`src/fci_pkg.sv`:
```
package fci_pkg;

   // Bus widths of the flash part.
   localparam int ADDR_W = 19;
   localparam int DATA_W = 8;

   // Clock period of mclk, 10 MHz.
   localparam int CLK_PERIOD_NS = 100;

   // Least write-strobe low time.
   localparam int T_WP_NS = 50;
   // Least write-strobe high time between writes.
   localparam int T_WPH_NS = 20;
   // Longest address-to-data access time.
   localparam int T_ACC_NS = 150;
   // Longest output-disable to high impedance time.
   localparam int T_DF_NS = 35;

   // Rounds a least time up to whole cycles, never below one.
   function automatic int cyc_up(input int t_ns);
      int c;
      c = (t_ns + CLK_PERIOD_NS - 1) / CLK_PERIOD_NS;
      return (c < 1) ? 1 : c;
   endfunction : cyc_up

   localparam int WP_CYC = cyc_up(T_WP_NS);
   localparam int WPH_CYC = cyc_up(T_WPH_NS);
   localparam int ACC_CYC = cyc_up(T_ACC_NS);
   localparam int DF_CYC = cyc_up(T_DF_NS);
   // Flip-flops on the data pins before a sample is trusted.
   localparam int SYNC_DEPTH = 3;

   // Unlock pair addresses and data.
   localparam logic [ADDR_W-1:0] UNLOCK_ADDR1 = 19'h05555;
   localparam logic [ADDR_W-1:0] UNLOCK_ADDR2 = 19'h02AAA;
   localparam logic [DATA_W-1:0] UNLOCK_DATA1 = 8'hAA;
   localparam logic [DATA_W-1:0] UNLOCK_DATA2 = 8'h55;

   // Command bytes.
   localparam logic [DATA_W-1:0] READ_RESET_CMD = 8'hF0;
   localparam logic [DATA_W-1:0] SIGNATURE_READ_CMD = 8'h90;
   localparam logic [DATA_W-1:0] ERASE_SETUP_CMD = 8'h80;
   localparam logic [DATA_W-1:0] CHIP_WIPE_CMD = 8'h10;
   localparam logic [DATA_W-1:0] BLOCK_WIPE_CMD = 8'h30;
   localparam logic [DATA_W-1:0] BYTE_WRITE_CMD = 8'hA0;
   localparam logic [DATA_W-1:0] WIPE_PAUSE_CMD = 8'hB0;
   localparam logic [DATA_W-1:0] WIPE_CONTINUE_CMD = 8'h30;

   // Status flag positions on the data bus.
   localparam int POLL_FLAG_BIT = 7;
   localparam int TOGGLE_FLAG_BIT = 6;
   localparam int FAIL_FLAG_BIT = 5;
   localparam int ERASE_TIMER_FLAG = 3;

   // Orders taken at the user port.
   typedef enum logic [3:0] {
      OP_READ = 4'h0,
      OP_RESET = 4'h1,
      OP_SIGNATURE = 4'h2,
      OP_BYTE_WRITE = 4'h3,
      OP_CHIP_WIPE = 4'h4,
      OP_BLOCK_WIPE = 4'h5,
      OP_BLOCK_ADD = 4'h6,
      OP_WIPE_PAUSE = 4'h7,
      OP_WIPE_CONTINUE = 4'h8,
      OP_POLL = 4'h9
   } fci_op_t;

   // One user order.
   typedef struct packed {
      fci_op_t op;
      logic [ADDR_W-1:0] addr;
      logic [DATA_W-1:0] data;
   } fci_cmd_t;

   // One bus cycle request to the cycle engine.
   typedef struct packed {
      logic wr;
      logic [ADDR_W-1:0] addr;
      logic [DATA_W-1:0] data;
   } fci_req_t;

   // Pins driven toward the flash; strobes are active low.
   typedef struct packed {
      logic ce_n;
      logic oe_n;
      logic we_n;
      logic [ADDR_W-1:0] addr;
      logic [DATA_W-1:0] dq_out;
      logic dq_oe;
   } fci_pins_t;

   localparam fci_pins_t PINS_IDLE = '{ce_n: 1'b1, oe_n: 1'b1, we_n: 1'b1,
      addr: 19'h00000, dq_out: 8'h00, dq_oe: 1'b0};

endpackage : fci_pkg
```
`src/fci_bus_cycle.sv`:
```
`timescale 1ns/1ps
module fci_bus_cycle #(
   parameter int WP_CYC_P = fci_pkg::WP_CYC,
   parameter int WPH_CYC_P = fci_pkg::WPH_CYC,
   parameter int ACC_CYC_P = fci_pkg::ACC_CYC,
   parameter int DF_CYC_P = fci_pkg::DF_CYC
) (
   // Clock and reset.
   input wire logic mclk,
   input wire logic reset,
   // Request side.
   input wire logic req_valid,
   input wire fci_pkg::fci_req_t req,
   output logic req_ready,
   output logic done,
   output logic [fci_pkg::DATA_W-1:0] rd_data,
   // Flash pins.
   output fci_pkg::fci_pins_t pins,
   input wire logic [fci_pkg::DATA_W-1:0] dq_pins
);
   import fci_pkg::*;

   // Counters are four bits wide, so every phase must fit in them.
   if (WP_CYC_P < 1 || WPH_CYC_P < 1 || DF_CYC_P < 1 || ACC_CYC_P < 1 ||
       WP_CYC_P > 15 || WPH_CYC_P > 15 || DF_CYC_P > 15 || ACC_CYC_P + SYNC_DEPTH > 15) begin : g_chk
      $error("fci_bus_cycle: phase length out of range");
   end

   // Gray codes along the write path and along the read path.
   typedef enum logic [2:0] {
      B_IDLE = 3'h0,
      B_SETUP = 3'h1,
      B_STROBE = 3'h3,
      B_RECOV = 3'h2,
      B_ACCESS = 3'h4,
      B_SAMPLE = 3'h5,
      B_TURN = 3'h7
   } fci_bstate_t;

   // Whole state of the engine.
   typedef struct packed {
      fci_bstate_t st;
      logic [3:0] cnt;
      fci_pins_t pins;
      logic ready;
      logic done;
      logic [DATA_W-1:0] rd;
      logic [DATA_W-1:0] s1;
      logic [DATA_W-1:0] s2;
      logic [DATA_W-1:0] s3;
   } fci_bus_t;

   fci_bus_t cur_r; // Registered state.
   fci_bus_t cur_nxt; // Next state.

   // Sequences the strobes of one write or one read cycle.
   always_comb begin
      cur_nxt = cur_r;
      cur_nxt.done = 1'b0;
      // The first stage feeds only the second; the data bus is asynchronous.
      cur_nxt.s1 = dq_pins;
      cur_nxt.s2 = cur_r.s1;
      cur_nxt.s3 = cur_r.s2;
      cur_nxt.cnt = cur_r.cnt + 4'h1;
      unique case (cur_r.st)
         B_IDLE: begin
            cur_nxt.cnt = 4'h0;
            if (req_valid && cur_r.ready) begin
               cur_nxt.ready = 1'b0;
               cur_nxt.pins.ce_n = 1'b0;
               cur_nxt.pins.addr = req.addr;
               cur_nxt.pins.dq_out = req.data;
               cur_nxt.pins.dq_oe = req.wr;
               cur_nxt.pins.oe_n = req.wr;
               cur_nxt.st = req.wr ? B_SETUP : B_ACCESS;
            end
         end
         B_SETUP: begin
            // Address latches on the falling write strobe.
            // address then data
            cur_nxt.pins.we_n = 1'b0;
            cur_nxt.cnt = 4'h0;
            cur_nxt.st = B_STROBE;
         end
         B_STROBE: begin
            // Data latches on the rising strobe, so data stays driven past it.
            if (cur_r.cnt == 4'(WP_CYC_P - 1)) begin
               cur_nxt.pins.we_n = 1'b1;
               cur_nxt.pins.ce_n = 1'b1;
               cur_nxt.cnt = 4'h0;
               cur_nxt.st = B_RECOV;
            end
         end
         B_RECOV: begin
            cur_nxt.pins.dq_oe = 1'b0;
            if (cur_r.cnt == 4'(WPH_CYC_P - 1)) begin
               cur_nxt.done = 1'b1;
               cur_nxt.ready = 1'b1;
               cur_nxt.st = B_IDLE;
            end
         end
         B_ACCESS: begin
            // Access time plus the synchroniser depth before a sample.
            if (cur_r.cnt == 4'(ACC_CYC_P + SYNC_DEPTH - 1)) begin
               cur_nxt.st = B_SAMPLE;
            end
         end
         B_SAMPLE: begin
            // Only a value that held for two stages is taken.
            if (cur_r.s2 == cur_r.s3) begin
               cur_nxt.rd = cur_r.s3;
               cur_nxt.pins.oe_n = 1'b1;
               cur_nxt.pins.ce_n = 1'b1;
               cur_nxt.cnt = 4'h0;
               cur_nxt.st = B_TURN;
            end
         end
         B_TURN: begin
            // Lets the flash release the data bus before the next write.
            if (cur_r.cnt == 4'(DF_CYC_P - 1)) begin
               cur_nxt.done = 1'b1;
               cur_nxt.ready = 1'b1;
               cur_nxt.st = B_IDLE;
            end
         end
         default: begin
            cur_nxt.st = B_IDLE;
            cur_nxt.pins = PINS_IDLE;
            cur_nxt.ready = 1'b1;
         end
      endcase
   end

   // Registers the engine state.
   always_ff @(posedge mclk) begin
      if (reset) begin
         cur_r <= '{st: B_IDLE, cnt: 4'h0, pins: PINS_IDLE, ready: 1'b1, done: 1'b0,
            rd: 8'h00, s1: 8'h00, s2: 8'h00, s3: 8'h00};
      end else begin
         cur_r <= cur_nxt;
      end
   end

   assign req_ready = cur_r.ready;
   assign done = cur_r.done;
   assign rd_data = cur_r.rd;
   assign pins = cur_r.pins;

endmodule : fci_bus_cycle

```
`src/fci_host.sv`:
```
`timescale 1ns/1ps
module fci_host (
   // Clock and reset.
   input wire logic mclk,
   input wire logic reset,
   // User order port.
   input wire logic cmd_valid,
   input wire fci_pkg::fci_cmd_t cmd,
   output logic cmd_ready,
   // User answer port.
   output logic rsp_valid,
   output logic [fci_pkg::DATA_W-1:0] rsp_data,
   output logic rsp_fail,
   // Flash pins.
   output fci_pkg::fci_pins_t flash_pins,
   input wire logic [fci_pkg::DATA_W-1:0] flash_dq
);
   import fci_pkg::*;

   // Gray codes along write then poll path; codes 4 and 5 are illegal.
   typedef enum logic [2:0] {
      M_IDLE = 3'h0,
      M_WRITE = 3'h1,
      M_WWAIT = 3'h3,
      M_READ = 3'h2,
      M_RWAIT = 3'h6,
      M_RESP = 3'h7
   } fci_mstate_t;

   // Whole state of the sequencer.
   typedef struct packed {
      fci_mstate_t st;
      fci_cmd_t cmd;
      logic [2:0] idx;
      logic [1:0] pn;
      logic [DATA_W-1:0] prev;
      logic failed;
      logic cmd_ready;
      logic rsp_valid;
      logic [DATA_W-1:0] rsp_data;
      logic rsp_fail;
      logic req_valid;
      fci_req_t req;
   } fci_host_t;

   fci_host_t cur_r; // Registered state.
   fci_host_t cur_nxt; // Next state.
   logic eng_ready; // Engine can take a cycle.
   logic eng_done; // Engine finished a cycle.
   logic [DATA_W-1:0] eng_rd; // Byte of the last read.

   // Number of write cycles each order sends.
   function automatic logic [2:0] seq_len(input fci_op_t op);
      unique case (op)
         OP_BYTE_WRITE: return 3'h4;
         OP_CHIP_WIPE, OP_BLOCK_WIPE: return 3'h6;
         OP_SIGNATURE: return 3'h3;
         OP_RESET, OP_BLOCK_ADD, OP_WIPE_PAUSE, OP_WIPE_CONTINUE: return 3'h1;
         default: return 3'h0;
      endcase
   endfunction : seq_len

   // Address and data of write cycle i of an order.
   function automatic fci_req_t seq_word(input fci_cmd_t c, input logic [2:0] i);
      fci_req_t r;
      r.wr = 1'b1;
      r.addr = UNLOCK_ADDR1;
      r.data = UNLOCK_DATA1;
      if (i == 3'h1 || i == 3'h4) begin
         r.addr = UNLOCK_ADDR2;
         r.data = UNLOCK_DATA2;
      end
      if (i == 3'h0) begin
         // Single-word orders need no unlock; a lone word is the command.
         unique case (c.op)
            OP_RESET: begin
               r.addr = c.addr;
               r.data = READ_RESET_CMD;
            end
            OP_BLOCK_ADD: begin
               r.addr = c.addr;
               r.data = BLOCK_WIPE_CMD;
            end
            OP_WIPE_PAUSE: begin
               r.addr = c.addr;
               r.data = WIPE_PAUSE_CMD;
            end
            OP_WIPE_CONTINUE: begin
               r.addr = c.addr;
               r.data = WIPE_CONTINUE_CMD;
            end
            default: begin
            end
         endcase
      end else if (i == 3'h2) begin
         if (c.op == OP_SIGNATURE) begin
            r.data = SIGNATURE_READ_CMD;
         end else if (c.op == OP_BYTE_WRITE) begin
            r.data = BYTE_WRITE_CMD;
         end else begin
            r.data = ERASE_SETUP_CMD;
         end
      end else if (i == 3'h3 && c.op == OP_BYTE_WRITE) begin
         r.addr = c.addr;
         r.data = c.data;
      end else if (i == 3'h5) begin
         if (c.op == OP_CHIP_WIPE) begin
            r.data = CHIP_WIPE_CMD;
         end else begin
            r.addr = c.addr;
            r.data = BLOCK_WIPE_CMD;
         end
      end
      return r;
   endfunction : seq_word

   // Orders whose end is found by polling the status flags.
   function automatic logic is_poll(input fci_op_t op);
      return (op == OP_BYTE_WRITE || op == OP_CHIP_WIPE || op == OP_WIPE_PAUSE || op == OP_POLL);
   endfunction : is_poll

   // Walks an order's write cycles, then its reads, then answers.
   always_comb begin
      cur_nxt = cur_r;
      cur_nxt.rsp_valid = 1'b0;
      unique case (cur_r.st)
         M_IDLE: begin
            cur_nxt.cmd_ready = 1'b1;
            if (cmd_valid && cur_r.cmd_ready) begin
               // Orders are taken only here, so nothing but the order just
               // sent can reach the flash while its engine runs.
               // one order at a time
               cur_nxt.cmd_ready = 1'b0;
               cur_nxt.cmd = cmd;
               cur_nxt.idx = 3'h0;
               cur_nxt.pn = 2'h0;
               cur_nxt.failed = 1'b0;
               cur_nxt.st = (seq_len(cmd.op) == 3'h0) ? M_READ : M_WRITE;
            end
         end
         M_WRITE: begin
            cur_nxt.req_valid = 1'b1;
            cur_nxt.req = seq_word(cur_r.cmd, cur_r.idx);
            if (cur_r.req_valid && eng_ready) begin
               cur_nxt.req_valid = 1'b0;
               cur_nxt.st = M_WWAIT;
            end
         end
         M_WWAIT: begin
            if (eng_done) begin
               if (cur_r.idx == seq_len(cur_r.cmd.op) - 3'h1) begin
                  if (!cur_r.failed && (cur_r.cmd.op == OP_SIGNATURE || is_poll(cur_r.cmd.op))) begin
                     cur_nxt.st = M_READ;
                  end else begin
                     cur_nxt.rsp_data = 8'h00;
                     cur_nxt.rsp_fail = cur_r.failed;
                     cur_nxt.st = M_RESP;
                  end
               end else begin
                  cur_nxt.idx = cur_r.idx + 3'h1;
                  cur_nxt.st = M_WRITE;
               end
            end
         end
         M_READ: begin
            cur_nxt.req_valid = 1'b1;
            cur_nxt.req = '{wr: 1'b0, addr: cur_r.cmd.addr, data: 8'h00};
            if (cur_r.req_valid && eng_ready) begin
               cur_nxt.req_valid = 1'b0;
               cur_nxt.st = M_RWAIT;
            end
         end
         M_RWAIT: begin
            if (eng_done) begin
               if (!is_poll(cur_r.cmd.op)) begin
                  cur_nxt.rsp_data = eng_rd;
                  cur_nxt.rsp_fail = 1'b0;
                  cur_nxt.st = M_RESP;
               end else if (cur_r.pn == 2'h0) begin
                  cur_nxt.prev = eng_rd;
                  cur_nxt.pn = 2'h1;
                  cur_nxt.st = M_READ;
               end else if (cur_r.prev[TOGGLE_FLAG_BIT] == eng_rd[TOGGLE_FLAG_BIT]) begin
                  cur_nxt.rsp_data = eng_rd;
                  cur_nxt.rsp_fail = 1'b0;
                  cur_nxt.st = M_RESP;
               end else if (cur_r.pn == 2'h2) begin
                  // Still toggling after the fail flag: the flash gave up.
                  // reset after failure
                  cur_nxt.failed = 1'b1;
                  cur_nxt.cmd.op = OP_RESET;
                  cur_nxt.idx = 3'h0;
                  cur_nxt.st = M_WRITE;
               end else begin
                  cur_nxt.prev = eng_rd;
                  cur_nxt.pn = eng_rd[FAIL_FLAG_BIT] ? 2'h2 : 2'h1;
                  cur_nxt.st = M_READ;
               end
            end
         end
         M_RESP: begin
            cur_nxt.rsp_valid = 1'b1;
            cur_nxt.cmd_ready = 1'b1;
            cur_nxt.st = M_IDLE;
         end
         default: begin
            cur_nxt.st = M_IDLE;
            cur_nxt.req_valid = 1'b0;
         end
      endcase
   end

   // Registers the sequencer state.
   always_ff @(posedge mclk) begin
      if (reset) begin
         cur_r <= '{st: M_IDLE, cmd: '{op: OP_READ, addr: 19'h00000, data: 8'h00}, idx: 3'h0, pn: 2'h0,
            prev: 8'h00, failed: 1'b0, cmd_ready: 1'b0, rsp_valid: 1'b0, rsp_data: 8'h00, rsp_fail: 1'b0,
            req_valid: 1'b0, req: '{wr: 1'b0, addr: 19'h00000, data: 8'h00}};
      end else begin
         cur_r <= cur_nxt;
      end
   end

   // Cycle engine that shapes the strobes and samples the data pins.
   fci_bus_cycle u_cycle (
      .mclk(mclk),
      .reset(reset),
      .req_valid(cur_r.req_valid),
      .req(cur_r.req),
      .req_ready(eng_ready),
      .done(eng_done),
      .rd_data(eng_rd),
      .pins(flash_pins),
      .dq_pins(flash_dq)
   );

   assign cmd_ready = cur_r.cmd_ready;
   assign rsp_valid = cur_r.rsp_valid;
   assign rsp_data = cur_r.rsp_data;
   assign rsp_fail = cur_r.rsp_fail;

endmodule : fci_host

```
`config.mk`:
```
export PLATFORM = sky130hd
export DESIGN_NAME = fci_host
export DESIGN_NICKNAME = d
export VERILOG_FILES = /design/src/fci_pkg.sv /design/src/fci_bus_cycle.sv /design/src/fci_host.sv
export SDC_FILE = /design/constraint.sdc
export NUM_CORES = 1
export LEC_CHECK = 0
export BUFFER_PORTS_ARGS = -buffer_cell sky130_fd_sc_hd__buf_2
export CORE_ASPECT_RATIO = 1.1
export CORE_MARGIN = 10
export CORE_UTILIZATION = 53
export DETAILED_ROUTE_END_ITERATION = 6
export HOLD_SLACK_MARGIN = 0.02
export PLACE_DENSITY = 0.79
export SLEW_MARGIN = 20
export SYNTH_ARGS = -nofsm -noshare
export SYNTH_HDL_FRONTEND = slang
export SYNTH_SLANG_ARGS = --single-unit
```
`constraint.sdc`:
```
create_clock -name mclk -period 2.7 [get_ports mclk]
set_input_delay 0.405 -clock mclk [delete_from_list [all_inputs] [get_ports mclk]]
set_output_delay 0.405 -clock mclk [all_outputs]
set_load 0.01 [all_outputs]
```
# Word-level counts from Yosys, hierarchy flattened
# Memory sizes are Yosys's and may differ from the RTL's. A register that Yosys moved wholly into a read port is not among the register bits.
# Index checks and enable logic that the tools add are counted.
[classes]
add_sub_neg = 3
n_eq_ne = 52
mux = 82
bitwise_logic = 7
reduce_logical = 48
[ops]
columns = ["op", "count"]
rows = [
  ["two-way mux 27 bit", 3],
  ["one-hot mux 27 bit (3 select lines)", 1],
  ["two-way mux 9 bit", 8],
  ["two-way mux 3 bit", 20],
  ["one-hot mux 28 bit (2 select lines)", 1],
  ["one-hot mux 27 bit (2 select lines)", 1],
  ["two-way mux 14 bit", 3],
  ["two-way mux 39 bit", 1],
  ["two-way mux 19 bit", 2],
  ["two-way mux 29 bit", 1],
  ["inequality test 2 bit, second input constant", 13],
  ["two-way mux 4 bit", 6],
  ["two-way mux 23 bit", 1],
  ["equality test 3 bit, second input constant", 7],
  ["two-way mux 10 bit", 2],
  ["equality test 3 x 2 -> 1 bit, second input constant", 6],
  ["two-way mux 6 bit", 3],
  ["one-hot mux 3 bit (6 select lines)", 1],
  ["one-hot mux 9 bit (2 select lines)", 1],
  ["equality test 4 x 3 -> 1 bit, second input constant", 4],
  ["two-way mux 8 bit", 2],
  ["one-hot mux 3 bit (5 select lines)", 1],
  ["AND reduction 5 bit", 3],
  ["OR reduction 5 bit", 3],
  ["other kinds (41)", 98],
]
[word_totals]
regBits = 160
romBits = 96
elab_cells = 224
n_memories = 2
[mem_list]
columns = ["name", "depth", "word_bits", "rd", "rd_ports_with_merged_regs", "write_ports", "line_no", "text"]
rows = [
  ["(no name shown)", 16, 3, 1, 0, 0, "fci_host.sv:54", "unique case (op)"],
  ["(no name shown)", 16, 3, 1, 1, 0, "fci_host.sv:54", ""],
]

# Logic depth before layout (Yosys ltp)
# Gate-level depths: netlist of run 1.
[depth]
depth_word = 10
ltp_mapped = 12
ltp_nobuf = 10

# Cells and area by module
# From an unflattened synthesis of run 1, not the netlist that was laid out.
[unflattened]
cells_unflattened = 927
area_unflattened_um2 = 7658.6
[modules_own_cells]
columns = ["mod", "instances", "cells_each", "area_per_inst_um2", "seq_area_each_um2"]
rows = [
  ["fci_host", 1, 581, 4551.9, 1681.6],
  ["fci_bus_cycle", 1, 346, 3106.7, 1441.4],
]

# Worst setup path before layout of run 1
# No wires, ideal clock.
[synth_timing]
path_type = "register -> register"
startpoint = "register cur_r[81] (netlist bit)"
endpoint = "register (tool-made name)"
arrival_time_ps = 2722
required_ps = 2625
path_slack_ps = -96
stages_incl_launch_ff = 12
synth_period_minus_slack_ps = 2796
cell_sequence = "dfxtp_1 -> buf_6 -> or4b_4 -> and3_4 -> a211o_4 -> a211oi_2 -> inv_1 -> ha_1 -> or2_2 -> o22ai_1 -> a31oi_1 -> o22ai_1"
[synth_rtl]
columns = ["element", "line_no", "text"]
rows = [
  ["from (decl)", "fci_host.sv:46", "fci_host_t cur_r;"],
  ["from (signal assigned)", "fci_host.sv:216", "cur_r <= '{st: M_IDLE, cmd: '{op: OP_READ, addr: 19'h00000, data: 8'h00}, idx: 3'h0, pn: 2'h0,"],
  ["from (signal assigned)", "fci_host.sv:220", "cur_r <= cur_nxt;"],
]

==> impl_results.md, run 1 <==
- I/O Pins: 84
- Vias in the first global route: 5627
- Starting Density: 54.0%
- R2r setup slk: roughly 0.067 ns
- Global route total overflow: 0
- Sw power: between 1500 and 2000 µW
- Largest family of logic cells by synthesized area: simple AND/OR/NAND/NOR gates
- Routed wire per std cell: about 16 µm
- Area growth syn-to-layout: 14.5%
- Drt first pass iters: 5
- R2r worst-path depth: 10
- Worst Tran Pin Value: 0.670 ns
- Peak VDD IR: approximately 610 µV
- Startpoint types: flop
- Routed Wire Length: 16600 µm
- P_leak: 0.00317 µW
- Synth Flop Type: dfxtp_1
- Complex-gate fraction of the synthesized area: 18.7%
- Sequential element share of the synthesized area: around 44%
- Worst Hold Depth: 2
- Arr. time, crit path: 2.99 ns
- Dpl ws: 0.0149 ns
- Drt via density: about 5.5
- Hold Crit Start: flash_dq[0]
- Mux cell area share after synthesis: 1.55%
- Setup Crit Path Kind: flop to flop
- Hold WC Path Type: input port to flop
- Max Clock Freq: 380 MHz
- Fraction of layout cells with a size suffix above 1: 18.8%
- Post-Synthesis Cells: 852
- Core Rows: 44
- Synth area leaders: dfxtp_1 44%, nand2_1 7.2%, a21oi_1 6.3%, buf_4 4.1%, nor2_1 3.4%
- Post-layout net count: between 900 and 1k
- Remaining DRCs: 0
- Hold slack: 0.172 ns
- Count of cell types in the netlist: 75
- Fin. Hold Viols: 0
- Clock power frac: 43.9%
- Pint: approximately 4200 µW
- Crit-path slowest cell: or4b_4
- Area of the core region: 0.0132 mm²
- Initial antenna violation count: 0
- Worst Hold Path EP: u_cycle.cur_nxt[8]$_SDFF_PP0_
- Post-synth EDFFs: 0
- Flop pwr share: 43.1%
- Setup crit start: cur_r[81]$_SDFFE_PP0N_
- Die Ht: about 140 µm
- Port Buffers: 83
- Max cap viols: 0
- RR Startpoint: cur_r[81]$_SDFFE_PP0N_
- Crit-path max FO: 3
- DIE AREA: 0.0184 mm²
- Post-Syn Area: between 0.007 and 0.008 mm²
- Vias post-DR: a little under 6k
- Setup Skew: 0.00805 ns
- Worst-path cell chain: or4b_4 -> and3_4 -> a211o_4 -> a211oi_4 -> inv_2 -> ha_4 -> or2_4 -> o22ai_2 -> a31oi_1 -> o22ai_1
- Longest Clk Path Bufs: 2
- Die W: about 130 µm
- Area leader, netlist: dfxtp_1
- Avg Inst Size Synth: ~8.3 µm²
- Pin count of the biggest net entering global routing: 60
- First-pass GRT wire length: 26800 µm
- DRT iter0 DRCs: 424
- Clock Latency Late Sink: 0.44 ns
- Cell area power density: 715 mW/mm²
- Final total power: between 5000 and 6000 µW
- GPL Wtd Cong: around 0.91
- Relative slew slack: 54.8%
- Final Max Tran Viols: 0
- CTS clock-pin slew for the worst setup and hold paths: ~0.060 ns
- Final period utilization: 97.5%
- CP top delay family: simple AND/OR/NAND/NOR gates
- CTS tree: built
- H-tree depth: 4
- GRT Overall Usage: 18.0%
- Synthesized Nets: between 900 and 1k
- Flops & latches, synth: 156
- Worst Path Buf+Inv: 1
- Count leader, synth: dfxtp_1
- Crit-path max cell delay: 0.53 ns
- Hold buffer count at CTS: 0
- Adder-Cell Fraction of Synth Area: 2.75%
- Final ANT Viol Nets: 0
- Root buf cell: clkbuf_16
- Ys async rst share: 0%
- Final setup violation count: 0
- Worst Path Required: slightly above 3 ns
- Yosys warning total: 0
- Net Sw Frac: 27.4%
- Clk sinks: between 150 and 200
- Area fraction of the dominant cell type after synthesis: around 44%
- Top cells by count, synth: 156 x dfxtp_1, 137 x nand2_1, 90 x a21oi_1
- Antenna Cells: 0
- PnR worst setup slack: 0.0668 ns
- Post-synthesis simple-gate area fraction: between 20% and 30%
- CTS buffer count: 17
- Status: completed
- CP Capture Type: flop
- Crit path time final: 2.63 ns
- Power share of the combinational group: approximately an eighth
- XOR/XNOR Fraction of Synth Area: 2.31%
- Detail Placement HPWL: approximately 12000 µm
## worst max-delay path by stage
stage | endpoint | slack [ns] | cells past startpoint
2_1_floorplan | flop | 0.04 | 11
3_3_place_gp | flop | 0.1 | 10
3_5_place_dp | flop | 0.01 | 10
4_1_cts | flop | 0.001 | 10
5_1_grt | flop | -0.02 | 10
6_report | flop | 0.07 | 10
## routing by layer
layer  global-route usage (%)  up-vias  wire length, µm  part of all wire [%]
li1                         -     2986                -                     -
met1                     21.1     2778             7120                    43
met2                     29.8      133             8190                    49
met3                     4.81       38              838                   5.1
met4                     8.26        0              433                   2.6
met5                        0        -                0                     0
## per-stage QoR
| stage | area (µm²) | setup TNS [ns] | instances | utilization (%) |
|---|---|---|---|---|
| 4_1_cts | 8080 | 0 | 1068 | 61.4 |
| 3_5_place_dp | 7440 | 0 | 1036 | 56.6 |
| 3_3_place_gp | 7440 | 0 | 1036 | 56.6 |
| 5_1_grt | 8130 | -0.0225 | 1070 | 61.8 |
| 2_1_floorplan | 7100 | 0 | 852 | - |
| 6_report | 8130 | 0 | 1070 | 61.8 |
## cells by family after synthesis
kind of cell / count (synthesis)
compound gates: 202
xor+xnor: 17
fa+ha+maj: 15
buf+inv: 108
flops: 156
mux: 11
simple gates: 343
## flip-flops by register name, summed over array words and instances (netlist names), 8 cells and up, named ones only
| name | flops |
|---|---|
| cur_r | 70 |
| u_cycle.pins | 31 |
| u_cycle.cur_r | 15 |
| rsp_data | 8 |
| u_cycle.rd_data | 8 |
| u_cycle.cur_nxt | 16 |
## cell type report
cell class                      count  area, µm²
Inverter                           21       78.8
Sequential cell                   156       3120
Fill cell                        1167       5020
Clock buffer                       18        439
Tap cell                          161        201
Multi-Input combinational cell    588       3450
Timing Repair Buffer              112        636
Clock inverter                     14        200
## cells in the final DEF (no fill, tap or decap), types with 11 or more instances in the layout
master and instances:
clkbuf_16 17, dfxtp_1 155, inv_1 19, nand2b_1 17
nand3_1 45, o21ai_0 19, ha_1 13, a211oi_1 17
a21oi_1 89, nor3_1 13, xor2_1 12, nor2b_1 30
nor2_1 64, nand2_1 137, mux2i_1 11, buf_2 82
buf_4 30
## power groups by stage
stage	logic [µW]	clock network (µW)	registers (µW)
6_report	758	2550	2510
5_1_grt	848	2680	2520
4_1_cts	740	2590	2500
3_5_place_dp	734	0	2550
3_3_place_gp	719	0	2550
2_1_floorplan	544	0	2520
## timing repair
item,CTS,global route
gates resized for setup,0,7
endpoints found under the setup margin,0,1
buffers inserted,0,2
Note: power is estimated with default switching activity, not from simulation.
==> inputs of run 2 (changes only) <==
- BUFFER_PORTS_ARGS: -buffer_cell sky130_fd_sc_hd__buf_2 -> not set
- CORE_UTILIZATION: 53 -> 57
- DONT_BUFFER_PORTS: not set -> 1
- PLACE_DENSITY: 0.79 -> 0.78
==> run 2 against run 1 <==
Hold slack got worse by 0.13 ns. Critical path depth did not move. Register-to-register slack is essentially flat. Largest power group is now sequential cells.
==> impl_results.md, run 2 (same netlist as run 1, synthesis figures left out) <==
- Status: completed
- Finished Layout Cells: 976
- Hold slack: between 0.04 and 0.05 ns
- Max cap viols: 0
- Commonest non-fill, non-tap cell in the layout: dfxtp_1
- Root buf cell: clkbuf_16
- Relative slew slack: approximately 57%
- CTS tree: built
- Fraction of layout cells with a size suffix above 1: 10.1%
- Hold WC Path Type: input port to flop
- Clk sinks: about 160
- DIE AREA: 0.0173 mm²
- Routed Wire Length: 16700 µm
- Area growth syn-to-layout: 7.85%
- Routed wire per std cell: 17.1 µm
- Final ANT Viol Nets: 0
- Hold buffer count at CTS: 0
- Vias in the first global route: between 5k and 6k
- Longest Clk Path Bufs: 2
- Final setup violation count: 0
- Max Clock Freq: between 300 and 400 MHz
- Antenna Cells: 0
- Die W: 126 µm
- DRT iter0 DRCs: roughly 540
- Clock Latency Late Sink: 0.44 ns
- Worst Tran Pin Value: between 0.6 and 0.7 ns
- Setup Crit Path Kind: flop to flop
- Post-layout net count: 866
- GPL Wtd Cong: 0.945
- Final period utilization: 97.9%
- Max FFs per register: 70
- GRT Overall Usage: 18.7%
- Biggest register: cur_r
- Initial antenna violation count: 0
- Drt via density: 5.89
- Die Ht: 137 µm
- Arr. time, crit path: 3.01 ns
- H-tree depth: 4
- Crit path time final: 2.64 ns
- RSZ-0062 raised after global routing: no
- Global route total overflow: 0
- Cell area power density: 744 mW/mm²
- Worst Path Required: approximately 3.1 ns
- Remaining DRCs: 0
- CTS clock-pin slew for the worst setup and hold paths: 0.06 ns
- I/O Pins: 84
- Vias post-DR: 5744
- Dpl cells: 941
- Commonest non-fill, non-tap cells in the layout: 155 x dfxtp_1, 137 x nand2_1, 89 x a21oi_1, 64 x nor2_1, 45 x nand3_1
- Crit-path max FO: 2
- Area of the core region: 0.0121 mm²
- CP Capture Type: flop
- Port Buffers: 0
- Pin count of the biggest net entering global routing: ~150
- Starting Density: 58.5%
- Core Rows: 42
- Drt first pass iters: 6
- Detail Placement HPWL: 11700 µm
- P_leak: ~0.0028 µW
- Final Max Tran Viols: 0
- CTS buffer count: 17
- Fin. Hold Viols: 0
- First-pass GRT wire length: 26500 µm
- Startpoint types: flop
- Setup Skew: 0.00658 ns
- Peak VDD IR: 490 µV
## run 2: worst paths after layout
kind,start,endpoint,slack (ns),depth (start not counted)
min reg2reg,u_cycle.cur_nxt[10]$_SDFF_PP0_,u_cycle.cur_nxt[2]$_SDFF_PP0_,0.44,1
min,reset,rsp_data[2]$_SDFFE_PP0P_,0.05,1
max reg2reg,cur_r[84]$_SDFFE_PP0N_,flop,0.06,10
max,cur_r[84]$_SDFFE_PP0N_,flop,0.06,10
## run 2: through the flow
| step | power (µW) | cell area (µm²) | setup WS, ns | TNS [ns] | util (%) |
|---|---|---|---|---|---|
| after floorplan | 3070 | 7100 | 0.0407 | 0 | - |
| after global placement | 3170 | 6980 | 0.0862 | 0 | 57.5 |
| after detailed placement | 3200 | 6980 | -0.0273 | -0.0273 | 57.5 |
| after CTS | 5710 | 7650 | 0.0250 | 0 | 63.0 |
| after global routing | 5890 | 7660 | 0.00348 | 0 | 63.1 |
| final | 5700 | 7660 | 0.0560 | 0 | 63.1 |
## run 2: what timing repair did
action                     CTS  global route
setup endpoints to repair    1             1
buffers inserted             3             0
pin swaps                    1             4
resized for setup            3             4
## run 2: worst max-delay path, cell delays in order (launching register included)
cell and delay (ns):
dfxtp_2 0.32, or4b_4 0.53, and3_4 0.20, a211o_4 0.35, a211oi_4 0.27, inv_2 0.09
ha_4 0.22, or2_4 0.24, o22ai_2 0.12, a31oi_1 0.06, o22ai_1 0.17
## run 2: routing by layer
layer	part of all wire, %	GRT usage (%)	wire length (µm)	up-vias
met4	2.4	8.42	399	0
met5	0	0	0	-
li1	-	-	-	2816
met1	41	21.5	6920	2672
met3	8.2	6.73	1370	37
met2	48	30.6	8030	219
## run 2: where the power goes
part | switching [µW] | internal (µW) | leakage [µW]
Combinational | 407 | 249 | 0.00119
Sequential | 109 | 2420 | 0.00127
Clock | 978 | 1540 | 0.000299
Total | 1490 | 4210 | 0.00275
## run 2: cell type report
cell class | count | area [µm²]
multi-input cells | 588 | 3450
well taps | 154 | 193
flip-flops and latches | 156 | 3120
inverters | 21 | 78.8
fillers | 1022 | 4480
repair buffers | 25 | 188
clock inverters | 11 | 155
clock buffers | 21 | 470
